==> src/atd_consts.svh <==
// Offsets, field positions, reset values and timing counts
// Assumes inclusion by the top, serial slave and host model files of the threshold detector
`ifndef ATD_CONSTS_SVH
`define ATD_CONSTS_SVH
`define ATD_OFS_STATUS 8'h00
`define ATD_OFS_RES_HI 8'h01
`define ATD_OFS_RES_LO 8'h02
`define ATD_OFS_MEAN_HI 8'h05
`define ATD_OFS_MEAN_LO 8'h06
`define ATD_OFS_BAND 8'h09
`define ATD_OFS_TMO 8'h0A
`define ATD_OFS_SETUP 8'h0B
`define ATD_OFS_CFG 8'h0F
`define ATD_OFS_SLEEP 8'h10
`define ATD_OFS_DAC 8'h11
`define ATD_OFS_SER3 8'h13
`define ATD_OFS_SER2 8'h14
`define ATD_OFS_SER1 8'h15
`define ATD_OFS_SER0 8'h16
`define ATD_OFS_PART 8'h17
`define ATD_RST_BAND 8'h08
`define ATD_RST_TMO 8'h86
`define ATD_RST_SETUP 8'h0B
`define ATD_RST_CFG 8'h11
`define ATD_RST_SLEEP 8'h00
`define ATD_RST_DAC 8'h80
`define ATD_SETUP_HYST 4
`define ATD_CFG_CONST 7
`define ATD_CFG_RUN 4
`define ATD_DAC_EN 7
`define ATD_DAC_TRACK 6
`define ATD_MEAN_UPPER 12'hC00
`define ATD_MEAN_LOWER 12'h400
`define ATD_DAC_MAX 6'h3F
`define ATD_CLK_HZ 50000000
`define ATD_SLEEP_TICK_US 1000
`define ATD_SLEEP_TICK_CYC (`ATD_SLEEP_TICK_US * (`ATD_CLK_HZ / 1000000))
`define ATD_I2C_ADDR 7'h48
`endif

==> src/atd_pkg.sv <==
// Types shared by the threshold detector modules
// Assumes nothing beyond a SystemVerilog compiler
package atd_pkg;
  typedef enum logic [1:0] {
    ATD_LIM_NEG, ATD_LIM_POS, ATD_LIM_INWIN, ATD_LIM_OUTWIN
  } atd_limit_mode_t;
  typedef enum logic [2:0] {
    ATD_I2C_IDLE, ATD_I2C_ADDR, ATD_I2C_PTR, ATD_I2C_WR, ATD_I2C_RD
  } atd_i2c_state_t;
  typedef struct packed {
    logic wr;
    logic rd;
    logic [7:0] addr;
    logic [7:0] wdata;
  } atd_reg_req_t;
endpackage

==> src/atd_top.sv <==
// Adaptive threshold detector control logic with register file
// Assumes conversion results arrive on MCLK_I with a one-cycle strobe
// How it works
// - Adaptive threshold sits sensitivity above, below or both around mean.
// - Adaptive hysteresis is a quarter of sensitivity, switchable by setup bit.
// - Constant threshold compares without hysteresis regardless of enable bit.
// - Expiry counting starts when result leaves mean plus or minus sensitivity.
// - On expiry the mean takes the newest result immediately.
// - Approaching and receding expiry lengths are programmed independently.
// - Offset source steps up above three quarters, down below one quarter.
// - Offset step size follows the selected input span.
// - Sleep timer forces power-down after quiet period without detection.
// - Power-down ends only on a serial configuration write or power cycle.
// - Supply low holds adaptive logic in reset.
// - After supply recovers, first conversion loads the mean.
// - Conversions and serial access continue during supply low.
// - Status bit 7 reports supply low or power-down.
// - Serial number bytes at 0x13 to 0x16, most significant first.
// - Constant threshold shares band and expiry register locations.
// - Expiry after two to the field power; zero register disables both.
`timescale 1ns/10ps
`default_nettype none
`include "atd_consts.svh"
module atd_top import atd_pkg::*; #(
  parameter int SLEEP_TICK_CYC = `ATD_SLEEP_TICK_CYC,
  parameter logic [31:0] SERIAL_NUMBER = 32'h1357_9BDF, // Arbitrary
  parameter logic [7:0] PART_ID = 8'h5A, // Arbitrary
  parameter logic [6:0] I2C_ADDR = `ATD_I2C_ADDR
) (
  input wire logic MCLK_I,
  input wire logic RESETN_I,
  input wire logic SCL_I,
  input wire logic SDA_I,
  output logic SDA_O,
  output logic SDA_OE_O,
  input wire logic CONV_DONE_I,
  input wire logic [11:0] CONV_DATA_I,
  input wire logic SUPPLY_LOW_I,
  output logic DETECT_O,
  output logic [5:0] OFFSET_DAC_O,
  output logic OFFSET_DAC_EN_O,
  output logic [1:0] INPUT_SPAN_O,
  output logic [2:0] OP_MODE_O,
  output logic CONV_RUN_O,
  output logic SLEEP_O
);
  atd_reg_req_t req;
  logic busy;
  logic [7:0] rdata;
  logic [1:0] sup_sy;
  logic supply_low;
  logic [7:0] band, tmo, setup, cfg, sleep_dly, dac;
  logic [11:0] result;
  logic [27:0] acc;
  logic [11:0] mean;
  logic load_first, rdy, dac_moved_n, sleeping, data_lock;
  logic adaptive, hyst_en, upd, dir_q, expire, appr, rec, next_detect;
  atd_limit_mode_t mode;
  logic signed [13:0] d, m, s, h, hi_set, lo_set;
  logic above_set, above_clr, below_set, below_clr, in_set, in_wide;
  logic [11:0] limit;
  logic cfg_wr, mean_hi, mean_lo, dac_up, dac_dn;
  logic [5:0] dac_step;
  logic signed [28:0] diff, delta;
  logic [4:0] shift;
  logic [31:0] tick_cnt;
  logic [5:0] quiet;
  logic tick;

  // Supply monitor level, two-stage synchroniser
  always_ff @(posedge MCLK_I or negedge RESETN_I) begin
    if (!RESETN_I) begin
      sup_sy <= 2'b00;
    end else begin
      sup_sy <= {sup_sy[0], SUPPLY_LOW_I};
    end
  end
  assign supply_low = sup_sy[1];

  atd_i2c_slave #(.DEV_ADDR(I2C_ADDR)) u_i2c (
    .clk_i(MCLK_I),
    .rst_n_i(RESETN_I),
    .scl_i(SCL_I),
    .sda_i(SDA_I),
    .sda_oe_o(SDA_OE_O),
    .rdata_i(rdata),
    .req_o(req),
    .busy_o(busy)
  );
  assign SDA_O = 1'b0;

  // Host-written registers
  assign cfg_wr = req.wr && req.addr == `ATD_OFS_CFG;
  always_ff @(posedge MCLK_I or negedge RESETN_I) begin
    if (!RESETN_I) begin
      band <= `ATD_RST_BAND;
      tmo <= `ATD_RST_TMO;
      setup <= `ATD_RST_SETUP;
      cfg <= `ATD_RST_CFG;
      sleep_dly <= `ATD_RST_SLEEP;
    end else if (req.wr) begin
      // One storage pair, meaning set by threshold mode
      if (req.addr == `ATD_OFS_BAND) begin
        band <= req.wdata;
      end else if (req.addr == `ATD_OFS_TMO) begin
        tmo <= req.wdata;
      end else if (req.addr == `ATD_OFS_SETUP) begin
        setup <= req.wdata;
      end else if (cfg_wr) begin
        cfg <= req.wdata;
      end else if (req.addr == `ATD_OFS_SLEEP) begin
        sleep_dly <= req.wdata;
      end
    end
  end

  // Comparator arithmetic
  assign mean = acc[27:16];
  assign adaptive = !cfg[`ATD_CFG_CONST];
  assign mode = atd_limit_mode_t'(cfg[6:5]);
  assign hyst_en = setup[`ATD_SETUP_HYST];
  assign d = {2'b00, CONV_DATA_I};
  assign m = {2'b00, mean};
  assign s = {6'h00, band};
  assign h = hyst_en ? {8'h00, band[7:2]} : 14'sh0000;
  assign hi_set = m + s;
  assign lo_set = m - s;
  assign above_set = d > hi_set;
  assign below_set = d < lo_set;
  assign above_clr = d > hi_set - h;
  assign below_clr = d < lo_set + h;
  assign in_set = !above_set && !below_set;
  assign in_wide = (d <= hi_set + h) && (d >= lo_set - h);
  assign limit = {band, tmo[7:4]};

  always_comb begin
    next_detect = 1'b0;
    if (!adaptive) begin
      // Plain compare, hysteresis never applied
      next_detect = cfg[5] ? (CONV_DATA_I > limit) : (CONV_DATA_I < limit);
    end else begin
      case (mode)
        // Release needs a move back by hysteresis
        ATD_LIM_POS: next_detect = DETECT_O ? above_clr : above_set;
        ATD_LIM_NEG: next_detect = DETECT_O ? below_clr : below_set;
        ATD_LIM_INWIN: next_detect = DETECT_O ? in_wide : in_set;
        default: next_detect = DETECT_O ? (above_clr || below_clr)
                                        : !in_set;
      endcase
    end
  end

  // Direction of band exit relative to the threshold
  always_comb begin
    appr = !in_set;
    rec = 1'b0;
    if (mode == ATD_LIM_POS) begin
      appr = above_set;
      rec = below_set;
    end else if (mode == ATD_LIM_NEG) begin
      appr = below_set;
      rec = above_set;
    end
  end

  assign upd = CONV_DONE_I && !supply_low;

  // Band exit starts counting; zero register disables
  atd_expiry_counter #(.W(16)) u_expiry (
    .clk_i(MCLK_I),
    .rst_n_i(RESETN_I),
    .clear_i(supply_low || (CONV_DONE_I && rec != dir_q)),
    .step_i(upd && adaptive && !load_first),
    .active_i(appr || rec),
    .enable_i(tmo != 8'h00),
    .exp_i(rec ? tmo[3:0] : tmo[7:4]),
    .expire_o(expire)
  );

  always_ff @(posedge MCLK_I or negedge RESETN_I) begin
    if (!RESETN_I) begin
      dir_q <= 1'b0;
    end else if (CONV_DONE_I) begin
      dir_q <= rec;
    end
  end

  // Output comparator, held off while supply is low in adaptive mode only
  always_ff @(posedge MCLK_I or negedge RESETN_I) begin
    if (!RESETN_I) begin
      DETECT_O <= 1'b0;
    end else if (supply_low && adaptive) begin
      DETECT_O <= 1'b0;
    end else if (CONV_DONE_I) begin
      DETECT_O <= (adaptive && load_first) ? 1'b0 : next_detect;
    end
  end

  // Running mean with programmable settling
  assign shift = {1'b0, setup[3:0]} + 5'h01;
  assign diff = $signed({1'b0, CONV_DATA_I, 16'h0000})
              - $signed({1'b0, acc});
  assign delta = diff >>> shift;
  always_ff @(posedge MCLK_I or negedge RESETN_I) begin
    if (!RESETN_I) begin
      acc <= 28'h0000000;
      load_first <= 1'b1;
    end else if (supply_low) begin
      acc <= 28'h0000000;
      load_first <= 1'b1;
    end else if (CONV_DONE_I) begin
      load_first <= 1'b0;
      if (load_first || expire) begin
        acc <= {CONV_DATA_I, 16'h0000};
      end else begin
        acc <= acc + 28'(delta);
      end
    end
  end

  // Conversion result and ready flag, kept running in supply low
  always_ff @(posedge MCLK_I or negedge RESETN_I) begin
    if (!RESETN_I) begin
      data_lock <= 1'b0;
    end else if (req.rd && (req.addr == `ATD_OFS_RES_HI
                         || req.addr == `ATD_OFS_RES_LO)) begin
      data_lock <= 1'b1;
    end else if (!busy) begin
      data_lock <= 1'b0;
    end
  end
  always_ff @(posedge MCLK_I or negedge RESETN_I) begin
    if (!RESETN_I) begin
      result <= 12'h000;
    end else if (CONV_DONE_I && !data_lock) begin
      result <= CONV_DATA_I;
    end
  end
  always_ff @(posedge MCLK_I or negedge RESETN_I) begin
    if (!RESETN_I) begin
      rdy <= 1'b1;
    end else if (CONV_DONE_I && !data_lock) begin
      rdy <= 1'b0;
    end else if (req.rd && (req.addr == `ATD_OFS_RES_HI
                         || req.addr == `ATD_OFS_RES_LO)) begin
      rdy <= 1'b1;
    end
  end

  // Automatic offset source tracking
  assign mean_hi = mean > `ATD_MEAN_UPPER;
  assign mean_lo = mean < `ATD_MEAN_LOWER;
  assign dac_step = 6'h01 << setup[7:6];
  assign dac_up = upd && adaptive && !load_first && dac[`ATD_DAC_TRACK]
                && mean_hi && dac[5:0] != `ATD_DAC_MAX;
  assign dac_dn = upd && adaptive && !load_first && dac[`ATD_DAC_TRACK]
                && mean_lo && dac[5:0] != 6'h00;
  always_ff @(posedge MCLK_I or negedge RESETN_I) begin
    if (!RESETN_I) begin
      dac <= `ATD_RST_DAC;
    end else if (req.wr && req.addr == `ATD_OFS_DAC) begin
      dac <= req.wdata;
    end else if (dac_up) begin
      // Saturating step up
      dac[5:0] <= (`ATD_DAC_MAX - dac[5:0] < dac_step) ? `ATD_DAC_MAX
                : dac[5:0] + dac_step;
    end else if (dac_dn) begin
      dac[5:0] <= (dac[5:0] < dac_step) ? 6'h00
                : dac[5:0] - dac_step;
    end
  end
  always_ff @(posedge MCLK_I or negedge RESETN_I) begin
    if (!RESETN_I) begin
      dac_moved_n <= 1'b1;
    end else if (CONV_DONE_I) begin
      dac_moved_n <= !(dac_up || dac_dn);
    end
  end

  // Sleep timer: ticks counted while detection stays quiet
  assign tick = tick_cnt == 32'(SLEEP_TICK_CYC - 1);
  always_ff @(posedge MCLK_I or negedge RESETN_I) begin
    if (!RESETN_I) begin
      tick_cnt <= 32'h00000000;
    end else if (tick || DETECT_O || sleeping) begin
      tick_cnt <= 32'h00000000;
    end else begin
      tick_cnt <= tick_cnt + 32'h00000001;
    end
  end
  always_ff @(posedge MCLK_I or negedge RESETN_I) begin
    if (!RESETN_I) begin
      quiet <= 6'h00;
    end else if (DETECT_O || cfg_wr || sleeping) begin
      quiet <= 6'h00;
    end else if (tick) begin
      quiet <= quiet + 6'h01;
    end
  end
  always_ff @(posedge MCLK_I or negedge RESETN_I) begin
    if (!RESETN_I) begin
      sleeping <= 1'b0;
    end else if (sleep_dly[5:0] != 6'h00 && quiet == sleep_dly[5:0]
                 && !DETECT_O) begin
      sleeping <= 1'b1;
    end else if (cfg_wr) begin
      sleeping <= 1'b0;
    end
  end

  // Registered control outputs
  always_ff @(posedge MCLK_I or negedge RESETN_I) begin
    if (!RESETN_I) begin
      CONV_RUN_O <= 1'b0;
      SLEEP_O <= 1'b0;
    end else begin
      CONV_RUN_O <= cfg[`ATD_CFG_RUN] && !sleeping;
      SLEEP_O <= sleeping;
    end
  end
  assign OFFSET_DAC_O = dac[5:0];
  assign OFFSET_DAC_EN_O = dac[`ATD_DAC_EN];
  assign INPUT_SPAN_O = setup[7:6];
  assign OP_MODE_O = cfg[2:0];

  // Register read decode
  always_comb begin
    rdata = 8'h00;
    if (req.addr == `ATD_OFS_STATUS) begin
      rdata = {supply_low || sleeping, 2'b10, dac_moved_n,
               DETECT_O, 2'b01, rdy};
    end else if (req.addr == `ATD_OFS_RES_HI) begin
      rdata = result[11:4];
    end else if (req.addr == `ATD_OFS_RES_LO) begin
      rdata = {result[3:0], 4'h0};
    end else if (req.addr == `ATD_OFS_MEAN_HI) begin
      rdata = mean[11:4];
    end else if (req.addr == `ATD_OFS_MEAN_LO) begin
      rdata = {mean[3:0], 4'h0};
    end else if (req.addr == `ATD_OFS_BAND) begin
      rdata = band;
    end else if (req.addr == `ATD_OFS_TMO) begin
      rdata = tmo;
    end else if (req.addr == `ATD_OFS_SETUP) begin
      rdata = setup;
    end else if (req.addr == `ATD_OFS_CFG) begin
      rdata = cfg;
    end else if (req.addr == `ATD_OFS_SLEEP) begin
      rdata = sleep_dly;
    end else if (req.addr == `ATD_OFS_DAC) begin
      rdata = dac;
    end else if (req.addr == `ATD_OFS_SER3) begin
      rdata = SERIAL_NUMBER[31:24];
    end else if (req.addr == `ATD_OFS_SER2) begin
      rdata = SERIAL_NUMBER[23:16];
    end else if (req.addr == `ATD_OFS_SER1) begin
      rdata = SERIAL_NUMBER[15:8];
    end else if (req.addr == `ATD_OFS_SER0) begin
      rdata = SERIAL_NUMBER[7:0];
    end else if (req.addr == `ATD_OFS_PART) begin
      rdata = PART_ID;
    end
  end
endmodule
`default_nettype wire

==> src/atd_expiry_counter.sv <==
// Conversion counter for approaching and receding expiry
// Assumes step_i is a one-cycle pulse per finished conversion
`timescale 1ns/10ps
`default_nettype none
module atd_expiry_counter #(
  parameter int W = 16
) (
  input wire logic clk_i,
  input wire logic rst_n_i,
  input wire logic clear_i,
  input wire logic step_i,
  input wire logic active_i,
  input wire logic enable_i,
  input wire logic [3:0] exp_i,
  output logic expire_o
);
  logic [W-1:0] cnt;
  logic [W-1:0] cnt_base;
  logic [W:0] goal;
  logic [W:0] cnt_next;
  // Direction change restarts the count with this conversion included
  assign cnt_base = clear_i ? '0 : cnt;
  assign goal = (W+1)'(1) << exp_i;
  assign cnt_next = {1'b0, cnt_base} + (W+1)'(1);
  // Expiry after two to the power of the field conversions
  assign expire_o = step_i && active_i && enable_i && (cnt_next >= goal);
  always_ff @(posedge clk_i or negedge rst_n_i) begin
    if (!rst_n_i) begin
      cnt <= '0;
    end else if (step_i) begin
      if (active_i && enable_i && !expire_o) begin
        cnt <= cnt_next[W-1:0];
      end else begin
        cnt <= '0;
      end
    end else if (clear_i) begin
      cnt <= '0;
    end
  end
endmodule
`default_nettype wire

==> src/atd_i2c_slave.sv <==
// Two-wire serial slave with auto-incrementing register pointer
// Assumes open-drain bus with pull-ups; SCL and SDA are asynchronous
`timescale 1ns/10ps
`default_nettype none
`include "atd_consts.svh"
module atd_i2c_slave import atd_pkg::*; #(
  parameter logic [6:0] DEV_ADDR = `ATD_I2C_ADDR
) (
  input wire logic clk_i,
  input wire logic rst_n_i,
  input wire logic scl_i,
  input wire logic sda_i,
  output logic sda_oe_o,
  input wire logic [7:0] rdata_i,
  output atd_reg_req_t req_o,
  output logic busy_o
);
  logic [1:0] scl_sy;
  logic [1:0] sda_sy;
  logic scl_q;
  logic sda_q;
  atd_i2c_state_t st;
  logic [7:0] sh;
  logic [7:0] ptr;
  logic [3:0] cnt;
  logic in_ack;
  logic rise;
  logic fall;
  always_ff @(posedge clk_i or negedge rst_n_i) begin
    if (!rst_n_i) begin
      scl_sy <= 2'h3;
      sda_sy <= 2'h3;
      scl_q <= 1'b1;
      sda_q <= 1'b1;
    end else begin
      scl_sy <= {scl_sy[0], scl_i};
      sda_sy <= {sda_sy[0], sda_i};
      scl_q <= scl_sy[1];
      sda_q <= sda_sy[1];
    end
  end
  assign rise = scl_sy[1] && !scl_q;
  assign fall = !scl_sy[1] && scl_q;
  assign busy_o = (st != ATD_I2C_IDLE);
  always_ff @(posedge clk_i or negedge rst_n_i) begin
    if (!rst_n_i) begin
      st <= ATD_I2C_IDLE;
      sh <= 8'h00;
      ptr <= 8'h00;
      cnt <= 4'h0;
      in_ack <= 1'b0;
      sda_oe_o <= 1'b0;
      req_o <= '0;
    end else begin
      req_o.wr <= 1'b0;
      req_o.rd <= 1'b0;
      // Address follows the pointer so read data is looked up ahead
      req_o.addr <= ptr;
      if (scl_q && sda_q && !sda_sy[1]) begin
        st <= ATD_I2C_ADDR;
        cnt <= 4'h0;
        in_ack <= 1'b0;
        sda_oe_o <= 1'b0;
      end else if (scl_q && !sda_q && sda_sy[1]) begin
        st <= ATD_I2C_IDLE;
        sda_oe_o <= 1'b0;
      end else if (rise && st != ATD_I2C_IDLE) begin
        if (in_ack) begin
          if (st == ATD_I2C_RD && sda_sy[1]) begin
            st <= ATD_I2C_IDLE;
          end
        end else begin
          if (st != ATD_I2C_RD) begin
            sh <= {sh[6:0], sda_sy[1]};
          end
          cnt <= cnt + 4'h1;
        end
      end else if (fall && st != ATD_I2C_IDLE) begin
        if (in_ack) begin
          in_ack <= 1'b0;
          cnt <= 4'h0;
          sda_oe_o <= 1'b0;
          if (st == ATD_I2C_RD) begin
            sh <= rdata_i;
            sda_oe_o <= !rdata_i[7];
            req_o.rd <= 1'b1;
            req_o.addr <= ptr;
            ptr <= ptr + 8'h01;
          end
        end else if (cnt == 4'h8) begin
          in_ack <= 1'b1;
          sda_oe_o <= 1'b1;
          case (st)
            ATD_I2C_ADDR: begin
              if (sh[7:1] == DEV_ADDR) begin
                st <= sh[0] ? ATD_I2C_RD : ATD_I2C_PTR;
              end else begin
                st <= ATD_I2C_IDLE;
                sda_oe_o <= 1'b0;
              end
            end
            ATD_I2C_PTR: begin
              ptr <= sh;
              st <= ATD_I2C_WR;
            end
            ATD_I2C_WR: begin
              req_o.wr <= 1'b1;
              req_o.addr <= ptr;
              req_o.wdata <= sh;
              ptr <= ptr + 8'h01;
            end
            default: begin
              sda_oe_o <= 1'b0;
            end
          endcase
        end else if (st == ATD_I2C_RD && cnt != 4'h0) begin
          sh <= {sh[6:0], 1'b0};
          sda_oe_o <= !sh[6];
        end
      end
    end
  end
endmodule
`default_nettype wire

==> config.mk <==
export PLATFORM = sky130hd
export DESIGN_NAME = atd_top
export DESIGN_NICKNAME = d
export VERILOG_FILES = /design/src/atd_pkg.sv /design/src/atd_top.sv /design/src/atd_expiry_counter.sv /design/src/atd_i2c_slave.sv
export VERILOG_INCLUDE_DIRS = /design/src
export SDC_FILE = /design/constraint.sdc
export NUM_CORES = 1
export LEC_CHECK = 0
export ABC_CLOCK_PERIOD_IN_PS = 8600
export BUFFER_PORTS_ARGS = -buffer_cell sky130_fd_sc_hd__buf_2
export CAP_MARGIN = 20
export CORE_ASPECT_RATIO = 1.5
export CORE_UTILIZATION = 55
export DETAILED_ROUTE_END_ITERATION = 16
export PLACE_DENSITY = 0.71
export SLEW_MARGIN = 10
export SYNTH_ARGS = -nofsm -noshare
export SYNTH_HDL_FRONTEND = slang
export SYNTH_SLANG_ARGS = --single-unit
export TNS_END_PERCENT = 20
==> constraint.sdc <==
create_clock -name MCLK_I -period 8.6 [get_ports MCLK_I]
set_input_delay 1.72 -clock MCLK_I [delete_from_list [all_inputs] [get_ports MCLK_I]]
set_output_delay 1.72 -clock MCLK_I [all_outputs]
set_load 0.02 [all_outputs]
Word level (Yosys, flattened, before mapping)
Index checks and enable logic that the tools add are counted.
{ "classes": {"magnitude_cmp": 13, "mux": 112, "n_eq_ne": 40, "shifts": 3, "add_sub_neg": 17, "n_bitwise": 8, "reduce_logical": 101} }
{ "ops": {"columns": ["operator", "n"], "rows": [
  ["8-bit two-way mux", 30],
  ["28-bit two-way mux", 3],
  ["18-bit two-way mux", 4],
  ["8-bit by 5-bit equality test with 1-bit output, second input constant", 7],
  ["16-bit two-way mux", 3],
  ["6-bit two-way mux", 8],
  ["1-bit two-way mux", 40],
  ["1-bit logical AND", 35],
  ["32-bit by 1-bit adder with 32-bit output, second input constant", 1],
  ["32-bit by 16-bit equality test with 1-bit output, second input constant", 1],
  ["8-bit by 4-bit equality test with 1-bit output, second input constant", 4],
  ["32-bit two-way mux", 1],
  ["3-bit two-way mux", 10],
  ["29-bit by 5-bit >>> shifter with 28-bit output", 1],
  ["28-bit by 28-bit subtractor with 29-bit output", 1],
  ["28-bit adder", 1],
  ["4-bit two-way mux", 7],
  ["3-bit nonzero test", 7],
  ["16-bit by 1-bit adder with 17-bit output, second input constant", 1],
  ["17-bit >= comparator", 1],
  ["1-bit logical NOT", 17],
  ["1-bit by 4-bit left shift with 17-bit output, first input constant", 1],
  ["8-bit by 3-bit equality test with 1-bit output, second input constant", 2],
  ["8-bit case mux with 2 select lines", 1],
  ["other kinds (66)", 107]
]} }
{ "word_totals": {"ff_bits": 202, "in_bits": 18, "elab_cells": 330, "out_inout_bits": 17} }

Logic depth before layout (Yosys ltp)
{ "logic_depth": {"word_depth": 24, "depth_mapped": 40, "mapped_depth_nobuf": 37} }

By module
A second synthesis with hierarchy kept.
{ "unflattened": {"hier_cells": 2315, "area_unflattened_um2": 19785.2} }
{ "by_module_without_submodules": {"columns": ["mod", "n_inst", "cells_per_inst", "seq_area_each_um2", "area_each_um2"], "rows": [
  ["atd_top", 1, 1933, 3444.6, 15715.1],
  ["atd_i2c_slave", 1, 199, 1233.7, 2402.3],
  ["atd_expiry_counter", 1, 183, 400.4, 1667.8]
]} }

Worst setup path after synthesis
OpenSTA, ideal clock, no wires.
{ "synth_timing": {"path_type": "register to register", "startpoint": "register acc[16]", "endpoint": "register acc[27]", "stages_incl_launch_ff": 39, "setup_time_ps": 82, "n_path_buf": 2, "synth_period_minus_slack_ps": 7918, "required_time_ps": 8518, "path_slack_ps": 682, "t_arrival_ps": 7836, "cell_sequence": "dfrtp_1 inv_1 ha_1 inv_1 fa_1 a21o_1 o2bb2ai_1 o41ai_2 nand2_1 xnor2_1 inv_1 ha_1 a2111o_1 a21oi_1 o22ai_1 a221o_2 or2_0 buf_6 [3 not listed] nand3_1 nor2_1 and3_1 nand3_1 xor2_1 nor2_4 ha_1 a21o_1 a21oi_1 nor2b_1 or3_1 nand4_1 a21oi_1 or4_1 o22a_1 buf_2 or4_1 a31oi_1"} }
{ "synth_via": {"elab_chain_len": 15, "word_cells_on_any_way": 31, "classes_between": "add/sub (5); order compare (3); eq/ne (1); shift (2); mux (9); reduce/logical (11)"} }
{ "synth_rtl": {"columns": ["item", "line", "text"], "rows": [
  ["start, declared", "atd_top.sv:54", "logic [27:0] acc;"],
  ["start signal, assigned", "atd_top.sv:214", "acc <= {CONV_DATA_I, 16'h0000};"],
  ["start signal, assigned", "atd_top.sv:216", "acc <= acc + 28'(delta);"],
  ["12-bit by 8-bit adder with 13-bit output or 12-bit by 8-bit subtractor with 13-bit output (tied branches)", "atd_top.sv:126, atd_top.sv:127", null],
  ["12-bit by 13-bit > comparator with 1-bit output or 13-bit < comparator (tied branches)", "atd_top.sv:128, atd_top.sv:129", null],
  ["1-bit two-way mux or 1-bit logical NOT (tied branches)", "atd_top.sv:160, atd_top.sv:132", null],
  ["1-bit two-way mux or 1-bit logical AND (tied branches)", "atd_top.sv:157, atd_top.sv:132", null],
  ["1-bit inequality test or 1-bit logical NOT (tied branches)", "atd_top.sv:172, atd_top.sv:155", null],
  ["1-bit logical AND or 1-bit two-way mux (tied branches)", "atd_top.sv:172, atd_top.sv:160", null],
  ["1-bit logical OR or 1-bit two-way mux (tied branches)", "atd_top.sv:172, atd_top.sv:157", null],
  ["16-bit two-way mux or 1-bit logical OR (tied branches)", null, null],
  ["16-bit by 1-bit adder with 17-bit output or 1-bit logical AND (tied branches)", "atd_expiry_counter.sv:24, atd_expiry_counter.sv:26", null],
  ["17-bit >= comparator or 1-bit logical AND (tied branches)", "atd_expiry_counter.sv:26", "assign expire_o = step_i && active_i && enable_i && (cnt_next >= goal);"],
  ["1-bit logical AND", "atd_expiry_counter.sv:26", null],
  ["1-bit logical OR", "atd_top.sv:213", "if (load_first || expire) begin"],
  ["28-bit two-way mux (*)", "atd_top.sv:213", null],
  ["28-bit two-way mux (*)", "atd_top.sv:211", "end else if (CONV_DONE_I) begin"],
  ["28-bit two-way mux (*)", "atd_top.sv:208", "end else if (supply_low) begin"]
]} }
Every way passes the cells marked *; elsewhere a longest branch is shown, timed or not. The select of a mux whose other input is x is not followed.
A chain may end at the register's enable or synchronous reset.

Worst setup path after layout
{ "layout_timing": {"startpoint": "register acc[16]", "endpoint": "register acc[19]"} }
The elaborated chain is that of the path after synthesis.

==> out/results.txt <==
CTS sink count: 202
Full die area: 35,700 µm²
Final core occ: 0.600
Layout Cells excl Fill: 2,806
Relative slew slack: 0.290
Compound-Gate Fraction of Synth Area: 0.221
I/O Pins: 35
Core ar.: 34,400 µm²
Die height: 231 µm
TritonRoute pass-1 iters: 6
Setup ws final: 313 ps
Fin. max-slew vios: 0
Xor/xnor share of the synthesized area: 0.0679
Cell Area, Synth: 19,200 µm²
Worst clock skew: 24.3 ps
Adder-cell area share of the yosys netlist: 0.136
WS Path Type: reg2reg
Crit-path max cell delay: 450 ps
Filler cells: 3,104
Worst skew pair latency: 530 ps
Hold_buf cts: 0
Grt ovf: 0
Vias post-DR: 17,816
DP Cell Count: 2,764
Avg Inst Size Synth: 8.26 µm²
Layout cells sized above 1: 0.109
Maximum clock rate: 0.121 GHz
Final setup TNS: 0 ps
Number of synthesis warnings: 0
Crit path launch type: flip-flop
Post-synthesis register bit count: 202
Yosys top cell area share: 0.238
Worst slew pin tran: 1060 ps
Clock root cell: clkbuf_16
Place WS: 17.8 ps
Synth Flop Type: dfrtp_1
CP Capture Type: flip-flop
CTS buffer count: 20
Number of vias per cell: 6.35
Worst path top cell family by delay: compound AO/OA/AOI/OAI gates
Buf/Inv on CP: 4
Ys async rst share: 1.00
Post-synthesis cell type count: 96
Initial drt markers: 1,580
Post-synth EDFFs: 0
Top area cells in the synthesized netlist: dfrtp_1 24%, ha_1 13%, a21oi_1 4.6%
Simple-gate area share of the yosys netlist: 0.199
Pwr Total: 0.00310 W
Pin count of the biggest net entering global routing: 80
Pwr dens: 150 nW/µm²
Worst Path Required: 8980 ps
H-tree levels: 1
Final nets: 2,546
Clock period minus worst slack: 8290 ps
Post-synth top area cell: dfrtp_1
# rows: 83
DIE WIDTH: 155 µm
Leakage power: 9.28 nW
Number of remaining DRC errors: 0
Worst IR drop on VDD: 0.000182 V
Period Utilization, post-route: 0.964
Status: complete, no violations
Crit path max fanout: 15
Slowest-stage cell, CP: or4_4
Fin. Hold Viols: 0
Commonest cells post-synth: 230 x nor2_1, 205 x nand2_1, 195 x ha_1, 183 x dfrtp_1, 176 x a21oi_1
First-pass GRT wire length: 92,300 µm
Post-Route WL: 57,800 µm
Hold WC Path Type: reg2reg
Per-cell routed wire length: 20.6 µm
GPL Wtd Cong: 1.00
Worst-path clk slew: 70 ps
Overall routing resource usage: 0.327
Gate Count Post-Synth: 2,327
Initial core utilization: 0.559
Buffers on Ports: 33
Most common cell in the netlist: nor2_1
Layout area overhead: 7.29%
HPWL after DPL: 44,500 µm
Mux cell area share after synthesis: 0.0620
Final setup fails: 0
Initial antenna violation count: 2
Final ANT Viol Nets: 0
Worst endpoint data arrival time: 8670 ps
Net Count, Synth: 2,549
Seq/Total Area, Yosys: 0.264
Vias in the first global route: 17,312
Clock tree buffer depth: 3
CTS tree: built
R2R setup slack: 310 ps
Max cap viols: 0
Main combinational cell family by area after synthesis: compound AO/OA/AOI/OAI gates
==> timing repair <==
item | 4_1_cts | 5_1_grt
gates resized for setup | 0 | 14
endpoints found under the setup margin | 0 | 28
setup buffers | 0 | 3
endpoints found under the hold margin | 0 | 0
==> worst paths after layout <==
kind,to,depth (start not counted),from
setup / recovery,acc[19],37,acc[16]
hold / removal,u_i2c.scl_sy[1],0,u_i2c.scl_sy[0]
max in group asynchronous,acc[16],2,RESETN_I
min in group asynchronous,acc[4],1,RESETN_I
hold reg to reg,u_i2c.scl_sy[1],0,u_i2c.scl_sy[0]
setup reg to reg,acc[19],37,acc[16]
==> through the flow <==
stage / cell area, µm² / hold WS, ps
6_report: 20600 / 352
5_1_grt: 20600 / 364
3_3_place_gp: 19800 / 346
3_5_place_dp: 19900 / 347
2_1_floorplan: 19200 / 331
4_1_cts: 20500 / 355
==> where the power goes <==
group          internal (W)  total (W)  switching, W
clock network      0.000512   0.000898      0.000386
logic              0.000475    0.00118      0.000710
registers          0.000983    0.00102     0.0000378
==> cell usage in the layout, fill, tap and decap left out, types with 46 or more instances in the layout <==
cell type	count
nor2_1	229
nand2_1	205
ha_1	193
dfrtp_1	182
a21oi_1	176
o21ai_0	136
inv_1	108
xnor2_1	84
nand3_1	71
mux2_2	60
xor2_1	59
nor3_1	54
buf_4	53
mux2i_1	46
==> area by class of cell <==
class                      count  area [µm²]  area share
antenna                        1        2.50    0.000121
clock buffer                  29         554      0.0269
tap                          467         584      0.0283
multi-input combinational   1900       13300       0.644
clock inverter                 7         100     0.00485
timing repair buffer          89         603      0.0292
inverter                     111         417      0.0202
sequential                   202        5080       0.246
==> registers in the layout, summed over array words and instances, names as in the netlist, 2 cells and up <==
register and count:
acc 28, u_i2c.sda_sy 2, u_i2c.sh 8, quiet 6
u_i2c.scl_sy 2, u_i2c.req_o 18, dac 8, u_expiry.cnt 16
tmo 8, u_i2c.cnt 4, sup_sy 2, setup 8
result 12, sleep_dly 8, u_i2c.st 3, tick_cnt 32
cfg 8, band 8, u_i2c.ptr 8
==> layer usage <==
layer / track usage / wire [µm] / part of all wire
met1: 0.389 / 23100 / 0.40
met5: 0 / 0 / 0
met3: 0.0287 / 2750 / 0.048
met2: 0.581 / 28500 / 0.49
met4: 0.172 / 3400 / 0.059
==> cells by family (layout without fill, tap and decap cells) <==
family,Yosys count,after routing
multiplexers,109,109
buffers and inverters,225,236
flip-flops,202,202
adder cells (fa/ha/maj),204,204
other,1,2
XOR/XNOR,149,149
AND/OR/NAND/NOR,792,792
AO/OA/AOI/OAI,645,645
(Power assumes the default switching activity.)
